==> src/logic/led_pkg.sv <==
package led_pkg;

  // ****************************************************************
  // clock and tick timing
  // ****************************************************************
  localparam int CLK_PERIOD_NS = 20;
  localparam int TICK_NS = 1000000;
  localparam int TICK_CYCLES = (TICK_NS + CLK_PERIOD_NS - 1) / CLK_PERIOD_NS;

  // ****************************************************************
  // pattern times in milliseconds (one tick each)
  // ****************************************************************
  localparam int TIME_W = 11;
  localparam logic [TIME_W-1:0] BLINK_ON_MS = 11'h0c8;     // 200 ms
  localparam logic [TIME_W-1:0] BLINK_OFF_MS = 11'h0c8;    // 200 ms
  localparam logic [TIME_W-1:0] FLICKER_ON_MS = 11'h032;   // 50 ms
  localparam logic [TIME_W-1:0] FLICKER_OFF_MS = 11'h032;  // 50 ms
  localparam logic [TIME_W-1:0] FLASH_ON_MS = 11'h0c8;     // 200 ms
  localparam logic [TIME_W-1:0] FLASH_OFF_MS = 11'h3e8;    // 1000 ms
  localparam logic [TIME_W-1:0] DFLASH_GAP_MS = 11'h0c8;   // 200 ms
  localparam logic [TIME_W-1:0] DFLASH_OFF_MS = 11'h3e8;   // 1000 ms

  // ****************************************************************
  // alias, change field and ports
  // ****************************************************************
  localparam logic [7:0] ALIAS_RESET = 8'h00;
  localparam logic [7:0] CHANGE_NONE = 8'h00;
  localparam logic [7:0] CHANGE_ERROR = 8'h01;
  localparam int NUM_LINK_PORTS = 2;

  // slave state machine states, one-hot
  typedef enum logic [5:0] {
    ST_BOOTING = 6'h01,
    ST_INIT = 6'h02,
    ST_PREOP = 6'h04,
    ST_BOOT = 6'h08,
    ST_SAFEOP = 6'h10,
    ST_OP = 6'h20
  } net_state_t;

endpackage

==> src/logic/net_indicator.sv <==
`timescale 1ns/100ps
// Operation
// alias is high switch digit then low switch digit, 0 to 255
// address is automatic; alias only offered when fixed address wanted
// power led green with power, red while shunt regulator dumps energy
// status led green with bridge enabled, red when inhibited or faulted
// link led on for valid idle link, flickers on traffic, else off
// network led steady green in operational
// network led blinks 200 ms on, 200 ms off in pre-operational
// network led single flash 200 ms then 1000 ms off in safe-op
// network led flickers 50/50 ms while booting, bootstrap, download
// network led off in init
// error led steady red after process data interface watchdog timeout
// error led blinks red on general configuration error
// error led flickers red when init reached with change flag 0x01
// error led single red flash on autonomous change with flag 0x01
// sync error makes the device leave its state for safe-operational; code does so only from operational
// error led double flashes after application watchdog timeout
// double flash followed by 1000 ms off before repeating
// error led shows highest priority error, off with none
// alias switches sampled on leaving reset, held until next reset
module net_indicator #(
  parameter int unsigned TICK_CYCLES = led_pkg::TICK_CYCLES,
  parameter int unsigned NUM_PORTS = led_pkg::NUM_LINK_PORTS
) (
  // clock and reset
  input wire logic sys_clk,
  input wire logic reset_n,
  // alias switches and address mode
  input wire logic [3:0] alias_high_digit_switch,
  input wire logic [3:0] alias_low_digit_switch,
  input wire logic fixed_address_req,
  output logic [7:0] station_alias,
  output logic alias_in_use,
  // power stage
  input wire logic power_present,
  input wire logic shunt_active,
  input wire logic bridge_enabled,
  // slave state machine control
  input wire logic boot_done,
  input wire logic boot_error,
  input wire logic fw_download,
  input wire logic state_req_valid,
  input wire led_pkg::net_state_t state_request,
  input wire logic sync_error,
  input wire logic change_ack,
  output led_pkg::net_state_t net_state,
  output logic [7:0] change_field,
  // error sources
  input wire logic pdi_wd_timeout,
  input wire logic app_wd_timeout,
  input wire logic config_error,
  // link phy
  input wire logic [NUM_PORTS-1:0] link_valid,
  input wire logic [NUM_PORTS-1:0] link_activity,
  // indicator leds
  output logic power_led_green,
  output logic power_led_red,
  output logic status_led_green,
  output logic status_led_red,
  output logic net_led_green,
  output logic error_led_red,
  output logic [NUM_PORTS-1:0] link_led_green
);
  import led_pkg::*;

  net_state_t next_net_state;
  logic change_flag;
  logic alias_captured;
  logic blink_on;
  logic flicker_on;
  logic single_on;
  logic double_on;
  logic flicker_wrap;
  logic err_single;
  logic err_flicker;
  logic [NUM_PORTS-1:0] act_hold;

  // true for a state that the master may request
  function automatic logic is_target(input net_state_t s);
    case (s)
      ST_INIT, ST_PREOP, ST_BOOT, ST_SAFEOP, ST_OP: is_target = 1'b1;
      default: is_target = 1'b0;
    endcase
  endfunction

  // ****************************************************************
  // pattern timing
  // ****************************************************************
  led_pattern_timer #(
    .TICK_CYCLES(TICK_CYCLES)
  ) u_timer (
    .sys_clk(sys_clk),
    .reset_n(reset_n),
    .blink_on(blink_on),
    .flicker_on(flicker_on),
    .single_on(single_on),
    .double_on(double_on),
    .flicker_wrap(flicker_wrap)
  );

  // ****************************************************************
  // station alias
  // ****************************************************************
  // capture switches once after reset release
  always_ff @(posedge sys_clk or negedge reset_n) begin
    if (!reset_n) begin
      station_alias <= ALIAS_RESET;
      alias_captured <= 1'b0;
    end else if (!alias_captured) begin
      station_alias <= {alias_high_digit_switch,
                        alias_low_digit_switch};  // see
      alias_captured <= 1'b1;
    end
  end

  // alias used only on request, else automatic position address
  always_ff @(posedge sys_clk or negedge reset_n) begin
    if (!reset_n) begin
      alias_in_use <= 1'b0;
    end else begin
      alias_in_use <= fixed_address_req && alias_captured;
    end
  end

  // ****************************************************************
  // slave state machine
  // ****************************************************************
  // next state: boot errors drop to init, sync errors in op to safe-op
  always_comb begin
    next_net_state = net_state;
    case (net_state)
      ST_BOOTING: begin
        if (boot_error || boot_done) begin
          next_net_state = ST_INIT;
        end
      end
      ST_OP: begin
        if (boot_error) begin
          next_net_state = ST_INIT;
        end else if (sync_error) begin
          next_net_state = ST_SAFEOP;
        end else if (state_req_valid && is_target(state_request)) begin
          next_net_state = state_request;
        end
      end
      default: begin
        if (boot_error) begin
          next_net_state = ST_INIT;
        end else if (state_req_valid && is_target(state_request)) begin
          next_net_state = state_request;
        end
      end
    endcase
  end

  // state register
  always_ff @(posedge sys_clk or negedge reset_n) begin
    if (!reset_n) begin
      net_state <= ST_BOOTING;
    end else begin
      net_state <= next_net_state;
    end
  end

  // change flag: set on autonomous change, cleared by ack, set wins
  always_ff @(posedge sys_clk or negedge reset_n) begin
    if (!reset_n) begin
      change_flag <= 1'b0;
    end else if (boot_error || (sync_error && net_state == ST_OP)) begin
      change_flag <= 1'b1;
    end else if (change_ack) begin
      change_flag <= 1'b0;
    end
  end

  assign change_field = change_flag ? CHANGE_ERROR : CHANGE_NONE;

  // ****************************************************************
  // power and status leds
  // ****************************************************************
  // power led and bridge status led
  always_ff @(posedge sys_clk or negedge reset_n) begin
    if (!reset_n) begin
      power_led_green <= 1'b0;
      power_led_red <= 1'b0;
      status_led_green <= 1'b0;
      status_led_red <= 1'b0;
    end else begin
      power_led_green <= power_present && !shunt_active;
      power_led_red <= power_present && shunt_active;
      status_led_green <= bridge_enabled;
      status_led_red <= !bridge_enabled;
    end
  end

  // ****************************************************************
  // link leds
  // ****************************************************************
  genvar p;
  generate
    for (p = 0; p < NUM_PORTS; p++) begin : g_link
      // hold traffic until the current flicker period wraps
      always_ff @(posedge sys_clk or negedge reset_n) begin
        if (!reset_n) begin
          act_hold[p] <= 1'b0;
        end else if (link_activity[p]) begin
          act_hold[p] <= 1'b1;
        end else if (flicker_wrap) begin
          act_hold[p] <= 1'b0;
        end
      end

      // link led: off, steady, or flickering with traffic
      always_ff @(posedge sys_clk or negedge reset_n) begin
        if (!reset_n) begin
          link_led_green[p] <= 1'b0;
        end else begin
          link_led_green[p] <= link_valid[p] &&
            (!act_hold[p] || flicker_on);
        end
      end
    end
  endgenerate

  // ****************************************************************
  // network status led
  // ****************************************************************
  always_ff @(posedge sys_clk or negedge reset_n) begin
    if (!reset_n) begin
      net_led_green <= 1'b0;
    end else if (fw_download) begin
      net_led_green <= flicker_on;
    end else begin
      case (net_state)
        ST_OP: net_led_green <= 1'b1;
        ST_PREOP: net_led_green <= blink_on;
        ST_SAFEOP: net_led_green <= single_on;
        ST_BOOTING, ST_BOOT: net_led_green <= flicker_on;
        ST_INIT: net_led_green <= 1'b0;
        default: net_led_green <= 1'b0;
      endcase
    end
  end

  // ****************************************************************
  // error led
  // ****************************************************************
  assign err_flicker = change_flag && (net_state == ST_INIT);
  assign err_single = change_flag && (net_state != ST_INIT);

  // priority: solid, double, single, flicker, blink, off
  always_ff @(posedge sys_clk or negedge reset_n) begin
    if (!reset_n) begin
      error_led_red <= 1'b0;
    end else if (pdi_wd_timeout) begin
      error_led_red <= 1'b1;  // see
    end else if (app_wd_timeout) begin
      error_led_red <= double_on;  // see
    end else if (err_single) begin
      error_led_red <= single_on;
    end else if (err_flicker) begin
      error_led_red <= flicker_on;
    end else if (config_error) begin
      error_led_red <= blink_on;
    end else begin
      error_led_red <= 1'b0;
    end
  end
endmodule

==> src/logic/led_pattern_timer.sv <==
`timescale 1ns/100ps
module led_pattern_timer #(
  parameter int unsigned TICK_CYCLES = led_pkg::TICK_CYCLES
) (
  // clock and reset
  input wire logic sys_clk,
  input wire logic reset_n,
  // pattern waves, high while the led is lit, and the flicker period wrap pulse
  output logic blink_on,
  output logic flicker_on,
  output logic single_on,
  output logic double_on,
  output logic flicker_wrap
);
  import led_pkg::*;

  localparam int DIV_W = $clog2(TICK_CYCLES);
  localparam logic [DIV_W-1:0] DIV_LAST = DIV_W'(TICK_CYCLES - 1);

  // pattern periods: blink, flicker, single flash, double flash
  localparam logic [TIME_W-1:0] PERIOD [4] = '{
    TIME_W'(BLINK_ON_MS + BLINK_OFF_MS),
    TIME_W'(FLICKER_ON_MS + FLICKER_OFF_MS),
    TIME_W'(FLASH_ON_MS + FLASH_OFF_MS),
    TIME_W'(2 * FLASH_ON_MS + DFLASH_GAP_MS + DFLASH_OFF_MS)
  };

  logic [DIV_W-1:0] div_count;
  logic ms_tick;
  logic [TIME_W-1:0] ms_count [4];

  // ****************************************************************
  // millisecond tick
  // ****************************************************************
  assign ms_tick = (div_count == DIV_LAST);

  // tick divider
  always_ff @(posedge sys_clk or negedge reset_n) begin
    if (!reset_n) begin
      div_count <= '0;
    end else if (ms_tick) begin
      div_count <= '0;
    end else begin
      div_count <= div_count + 1'b1;
    end
  end

  // ****************************************************************
  // pattern counters
  // ****************************************************************
  genvar i;
  generate
    for (i = 0; i < 4; i++) begin : g_pattern
      // free running millisecond counter per pattern
      always_ff @(posedge sys_clk or negedge reset_n) begin
        if (!reset_n) begin
          ms_count[i] <= '0;
        end else if (ms_tick) begin
          if (ms_count[i] == PERIOD[i] - 1'b1) begin
            ms_count[i] <= '0;
          end else begin
            ms_count[i] <= ms_count[i] + 1'b1;
          end
        end
      end
    end
  endgenerate

  // registered waves
  always_ff @(posedge sys_clk or negedge reset_n) begin
    if (!reset_n) begin
      blink_on <= 1'b0;
      flicker_on <= 1'b0;
      single_on <= 1'b0;
      double_on <= 1'b0;
      flicker_wrap <= 1'b0;
    end else begin
      blink_on <= ms_count[0] < BLINK_ON_MS;
      flicker_on <= ms_count[1] < FLICKER_ON_MS;
      single_on <= ms_count[2] < FLASH_ON_MS;
      double_on <= (ms_count[3] < FLASH_ON_MS) ||
        ((ms_count[3] >= TIME_W'(FLASH_ON_MS + DFLASH_GAP_MS)) &&
         (ms_count[3] < TIME_W'(2 * FLASH_ON_MS + DFLASH_GAP_MS)));
      flicker_wrap <= ms_tick && (ms_count[1] == PERIOD[1] - 1'b1);
    end
  end

endmodule

==> config.mk <==
export PLATFORM = sky130hd
export DESIGN_NAME = net_indicator
export DESIGN_NICKNAME = d
export VERILOG_FILES = /design/src/logic/led_pkg.sv /design/src/logic/net_indicator.sv /design/src/logic/led_pattern_timer.sv
export SDC_FILE = /design/constraint.sdc
export NUM_CORES = 1
export LEC_CHECK = 0
export BUFFER_PORTS_ARGS = -buffer_cell sky130_fd_sc_hd__buf_2
export CORE_MARGIN = 3
export CORE_UTILIZATION = 58
export CTS_CLUSTER_SIZE = 10
export DETAILED_ROUTE_END_ITERATION = 8
export PLACE_DENSITY_LB_ADDON = 0.25
export SLEW_MARGIN = 20
export SYNTH_ARGS = -nofsm -noshare
export SYNTH_HDL_FRONTEND = slang
export SYNTH_SLANG_ARGS = --single-unit
==> constraint.sdc <==
create_clock -name sys_clk -period 2.25 [get_ports sys_clk]
set_input_delay 0.225 -clock sys_clk [delete_from_list [all_inputs] [get_ports sys_clk]]
set_output_delay 0.225 -clock sys_clk [all_outputs]
set_load 0.05 [all_outputs]
==> run metrics, run 1 <==
commonest non-fill, non-tap cell in the layout=dfrtp_1; Die ar.=9320 sq um; Crit path largest cell delay=0.51 ns; area growth from synthesis to layout=11.8%; post-synthesis sequential area ratio=0.484; cts bufs inserted=9; TritonCTS clock tree=built; Synth Instances=476; Placed Cells=620; non-filler cells, final=638; Clock Tree Buf Depth=2; M2 GR Usage=0.330; grt ovf=0; final instance area=5320 sq um; # DRC=0; largest net degree at the start of global routing=47; PD cells=571 nW/um^2; commonest non-fill, non-tap cells in the layout=91 x dfrtp_1, 55 x buf_2, 42 x nand2_1; drt total wl=9.35 mm; via count=3749; CP arrival=2.30 ns; GR Util met1=0.287; count of input and output buffers=56; type of the most critical hold path=in -> reg; largest area contributor in the netlist=dfrtp_1; core box area=7850 sq um; number of global-route vias before repair=3372; syn_area_per_cell=9.99 sq um; Std-Cell Rows=32; fraction of registers with async set/reset=1.00; wire per inst=14.7 microns; RSZ-0062 raised after global routing=no; worst clock skew=0.0119 ns; Cell Chain, Critical Path=ha_1 -> nand4_1 -> or4_4 -> a2111o_1 -> a21o_1; Seq cells post-synth=92; share of layout cells above drive strength 1=0.192; number of detailed-route iterations in the first pass=4; initial core utilization=0.606; synth warn=0; WP data required=2.51 ns; fin nets=570; Synth top area share=0.479; fin crit period=2.04 ns; Post-synth top flop=dfrtp_1; initial antenna violation count=0; startpoint types=flop; setup violators final=0; CP startpoint=u_timer.ms_count[11]; CP delay by family, top=simple AND/OR/NAND/NOR gates; fin crit share=0.905; Routed Antenna Nets=0; GR met3 Demand/Resource=0.0395; slowest CP cell=or4_4; first-pass GRT wire length=15.4 mm; CTS sink cnt=92; Leakage=2.37 nW; DP Area=5110 sq um; Final Hold Vio Count=0; diode count=0; EDFF count, synth=0; Crit Path Class=reg -> reg; hold path start=shunt_active; WP buf/inv=0; Overall Global Routing Usage=0.207; crit path max fanout=10; Synth area leaders=dfrtp_1 48%, nand4_1 3.4%, nand2_1 3.3%, xnor2_1 3.3%, mux2_2 3.1%; f_max=0.491 GHz; status=finished, final reports clean; GRT busiest layer=met2; Ports=64; Die Y=96.5 microns; via/cell ratio=5.88; post-detail-place hpwl=6.50 mm; worst vdd ir=0.306 mV; Slew headroom=0.583; maxcap violations=0; Worst-Margin Slew=0.620 ns; Root Driver=clkbuf_8; Cell Area, Synth=4750 sq um; GP Congestion=0.880; Clock Pin Slew Worst Setup and Hold Paths=0.10 ns; htree depth=3; clk_lat worst skew=0.37 ns; Synth cell types=65; setup_tns=0 ns; # fillers=615; reg2reg start=u_timer.ms_count[11]; Max Slew Vio Count=0; Critical Path End Type=flop; 1st-iter DRT viols=220; Die X-Extent=96.5 microns; Resized Gates After CTS=0
## kinds of logic after synthesis
family                     share of synthesized area
other                                        0.00158
adders and majority gates                     0.0179
AOI/OAI and AO/OA                             0.0939
DFF                                            0.484
xor gates and xnor gates                      0.0534
buffers and inverters                         0.0453
and+or+nand+nor                                0.254
muxes                                         0.0497
## sequential cells by signal, indices dropped and copies added, names as in the netlist, 2 cells and up
| name | count |
|---|---|
| u_timer.ms_count | 44 |
| station_alias | 8 |
| link_led_green | 2 |
| u_timer.div_count | 16 |
| act_hold | 2 |
| net_state | 6 |
## worst register-to-register path, stage by stage, from the launching register on
cell and delay, ns:
dfrtp_1 0.41, ha_1 0.27, nand4_1 0.15, or4_4 0.51, a2111o_1 0.43, a21o_1 0.18
## path summary, 6_finish.rpt
path	endpoint	slack [ns]	cells past startpoint
hold reg to reg	link_led_green[0]	0.47	1
setup / recovery	u_timer.ms_count[21]	0.21	5
setup reg to reg	u_timer.ms_count[21]	0.21	5
min in group asynchronous	power_led_red	0.25	2
hold / removal	power_led_green	0.0009	2
max in group asynchronous	net_state[0]	1.29	3
## timing repair
action	CTS	global route
endpoints found under the hold margin	14	0
buffers inserted	0	0
hold buffers	2	0
endpoints found under the setup margin	0	0
## area by class of cell
class | instances | area (sq um) | area share
Sequential cell | 92 | 2300 | 0.433
Multi-Input combinational cell | 345 | 2260 | 0.425
Timing Repair Buffer | 66 | 375 | 0.0706
Tap cell | 102 | 128 | 0.0240
Clock buffer | 9 | 124 | 0.0233
Clock inverter | 7 | 63.8 | 0.0120
Inverter | 17 | 63.8 | 0.0120
## where the power goes
part | switching (mW) | internal (mW)
clock network | 0.644 | 0.429
logic | 0.193 | 0.0766
registers | 0.0148 | 1.68
total | 0.851 | 2.18
## Yosys cell counts, types with 4 or more instances
cell type  instances
nand4_1           26
o21ai_0           16
nor3_1            11
nor4_1             6
buf_4              8
or3_1              4
clkbuf_1          12
dfrtp_1           91
inv_1             17
mux2_2            13
nand3_1           28
nand3b_1           4
xor2_1            11
xnor2_1           18
nor3b_1            6
buf_2              7
nand2_1           42
and4_1             5
a31oi_1            8
nand2b_1           5
nor2b_1            9
and3_1            13
a21oi_1           16
nor2_1            21
and2_1             8
mux2i_1            9
ha_1               6
## per-stage QoR
step / power, mW / utilization / worst slack [ns] / hold slack [ns]
finish: 3.04 / 0.677 / 0.213 / 0.000854
global route: 3.15 / 0.677 / 0.127 / 0.00395
CTS: 3.06 / 0.677 / 0.208 / 0.000440
detailed placement: 2.00 / 0.651 / 0.279 / 0.0991
global placement: 1.99 / 0.651 / 0.309 / 0.0948
floorplan: 1.90 / - / 0.265 / -0.0706
## metal layers
layer | wire, microns | vias up
li1 | - | 1828
met1 | 4430 | 1808
met2 | 4200 | 102
met3 | 616 | 11
met4 | 112 | 0
met5 | 0 | -
Power figures use the tool's default switching activity.
==> run 2, diff against run 1 <==
Settings changed: CORE_ASPECT_RATIO set to 1.4, MAX_ROUTING_LAYER set to met4.
==> run 2 against run 1 <==
  * Worst hold slack better by 0.045 ns
  * Worst setup slack better by 0.033 ns
  * Count of clock-buffer cells in the layout is 1 higher
  * Sequential cell count stayed put
  * Die area is 0.17% higher
  * Fmax is 1.6% higher
  * Sequential power hardly changed
  * Largest cell class unchanged
  * Largest power group unchanged
==> run metrics, run 2 (synthesized netlist as in run 1, its figures left out) <==
status=finished, final reports clean (unchanged); Std-Cell Rows=38 (was 32); htree depth=3 (unchanged); post-detail-place hpwl=6.87 mm (was 6.50 mm); number of global-route vias before repair=3608 (was 3372); Ports=64 (unchanged); CP startpoint=u_timer.ms_count[11] (unchanged); core box area=7850 sq um (about the same); fin crit period=2.00 ns (was 2.04 ns); WP data required=2.51 ns (about the same); initial core utilization=0.606 (about the same); r2r setup slk=0.25 ns (was 0.21 ns); Overall Global Routing Usage=0.230 (was 0.207); Slew headroom=0.621 (was 0.583); max reg flops=44 (unchanged); biggest regs=u_timer.ms_count (44), u_timer.div_count (16), station_alias (8) (unchanged); setup_tns=0 ns (unchanged); count of input and output buffers=56 (unchanged); Root Driver=clkbuf_8 (unchanged); grt ovf=0 (unchanged); Final Hold Vio Count=0 (unchanged); PD cells=581 nW/um^2 (was 571 nW/um^2); # DRC=0 (unchanged); Die X-Extent=82.5 microns (was 96.5 microns); TritonCTS clock tree=built (unchanged); via/cell ratio=5.88 (about the same); CTS sink cnt=92 (unchanged); fin crit share=0.891 (was 0.905); critical path endpoint=u_timer.ms_count[21] (unchanged); area growth from synthesis to layout=12.2% (was 11.8%); commonest non-fill, non-tap cell in the layout=dfrtp_1 (unchanged); Die ar.=9340 sq um (was 9320 sq um); Worst-Margin Slew=0.563 ns (was 0.620 ns); drt total wl=9.61 mm (was 9.35 mm); RSZ-0062 raised after global routing=no (unchanged); initial antenna violation count=0 (unchanged); Clock Pin Slew Worst Setup and Hold Paths=0.09 ns (was 0.10 ns); Max Slew Vio Count=0 (unchanged); clk_lat worst skew=0.36 ns (was 0.37 ns); largest net degree at the start of global routing=39 (was 47); startpoint types=flop (unchanged); f_max=0.499 GHz (was 0.491 GHz); worst clock skew=0.0105 ns (was 0.0119 ns); # fillers=617 (was 615); reg2reg start=u_timer.ms_count[11] (unchanged); Critical Path End Type=flop (unchanged); type of the most critical hold path=in -> reg (unchanged); 1st-iter DRT viols=225 (was 220); maxcap violations=0 (unchanged); Routed Antenna Nets=0 (unchanged); Crit Path Class=reg -> reg (unchanged); share of layout cells above drive strength 1=0.190 (was 0.192); cts bufs inserted=9 (unchanged); Die Y=113 microns (was 96.5 microns); Pwr Total=3.10 mW (was 3.04 mW); Reg2Reg Depth=5 (unchanged); Top reg by flops=u_timer.ms_count (unchanged); CP arrival=2.26 ns (was 2.30 ns); Resized Gates After CTS=0 (unchanged); capturing point of the worst reg2reg path=u_timer.ms_count[21] (unchanged); fin nets=570 (unchanged); via count=3737 (was 3749); Leakage=2.37 nW (about the same); commonest non-fill, non-tap cells in the layout=91 x dfrtp_1, 55 x buf_2, 42 x nand2_1 (unchanged); GP Congestion=0.980 (was 0.880); setup violators final=0 (unchanged); number of detailed-route iterations in the first pass=4 (unchanged); wire per inst=15.1 microns (was 14.7 microns); worst vdd ir=0.362 mV (was 0.306 mV); Clock Tree Buf Depth=2 (unchanged); hold path start=link_activity[1] (was shunt_active); first-pass GRT wire length=16.3 mm (was 15.4 mm); diode count=0 (unchanged); crit path max fanout=10 (unchanged)
## run 2: layout make-up
| class | count | area, sq um | share of cell area |
|---|---|---|---|
| Sequential cell | 92 | 2300 | 0.432 |
| Multi-Input combinational cell | 345 | 2260 | 0.423 |
| Timing Repair Buffer | 66 | 378 | 0.0708 |
| Clock buffer | 10 | 138 | 0.0258 |
| Tap cell | 100 | 125 | 0.0235 |
| Clock inverter | 6 | 68.8 | 0.0129 |
| Inverter | 17 | 63.8 | 0.0120 |
## run 2: stage by stage
step | std cells | worst slack, ns | util | instance area, sq um | hold WS (ns)
final | 636 | 0.246 | 0.680 | 5340 | 0.0459
after global routing | 636 | 0.133 | 0.680 | 5340 | 0.0228
after CTS | 636 | 0.248 | 0.680 | 5340 | 0.0282
after detailed placement | 617 | 0.263 | 0.650 | 5100 | 0.220
after global placement | 617 | 0.324 | 0.650 | 5100 | 0.213
after floorplan | 482 | 0.265 | - | 4780 | -0.0706
## run 2: routing by layer
layer | vias up | track usage | share of wire
met4 | 0 | 0.116 | 0.031
li1 | 1820 | - | -
met1 | 1810 | 0.278 | 0.42
met5 | - | - | 0
met2 | 84 | 0.365 | 0.50
met3 | 23 | 0.0422 | 0.048
## run 2: worst max-delay path, stage by stage (launching register included)
cell and delay (ns):
dfrtp_1 0.41, ha_1 0.26, nand4_1 0.11, or4_4 0.50
a2111o_1 0.43, a21o_1 0.18
## run 2: worst min-delay path by stage
stage / end / slack [ns] / cells past startpoint
after floorplan: act_hold[0] / -0.07 / 0
after global placement: link_led_green[0] / 0.21 / 1
after detailed placement: link_led_green[0] / 0.22 / 1
after CTS: act_hold[1] / 0.03 / 2
after global routing: act_hold[0] / 0.02 / 2
final: act_hold[1] / 0.05 / 2
## run 2: repair_timing
item,CTS,global route
hold endpoints to repair,39,0
hold buffers,3,0
setup buffers,0,0
## run 2: where the power goes
| part | internal (mW) | switching, mW | total [mW] |
|---|---|---|---|
| sequential | 1.68 | 0.0152 | 1.69 |
| clock | 0.551 | 0.583 | 1.13 |
| combinational | 0.0776 | 0.194 | 0.272 |
| total | 2.31 | 0.792 | 3.10 |
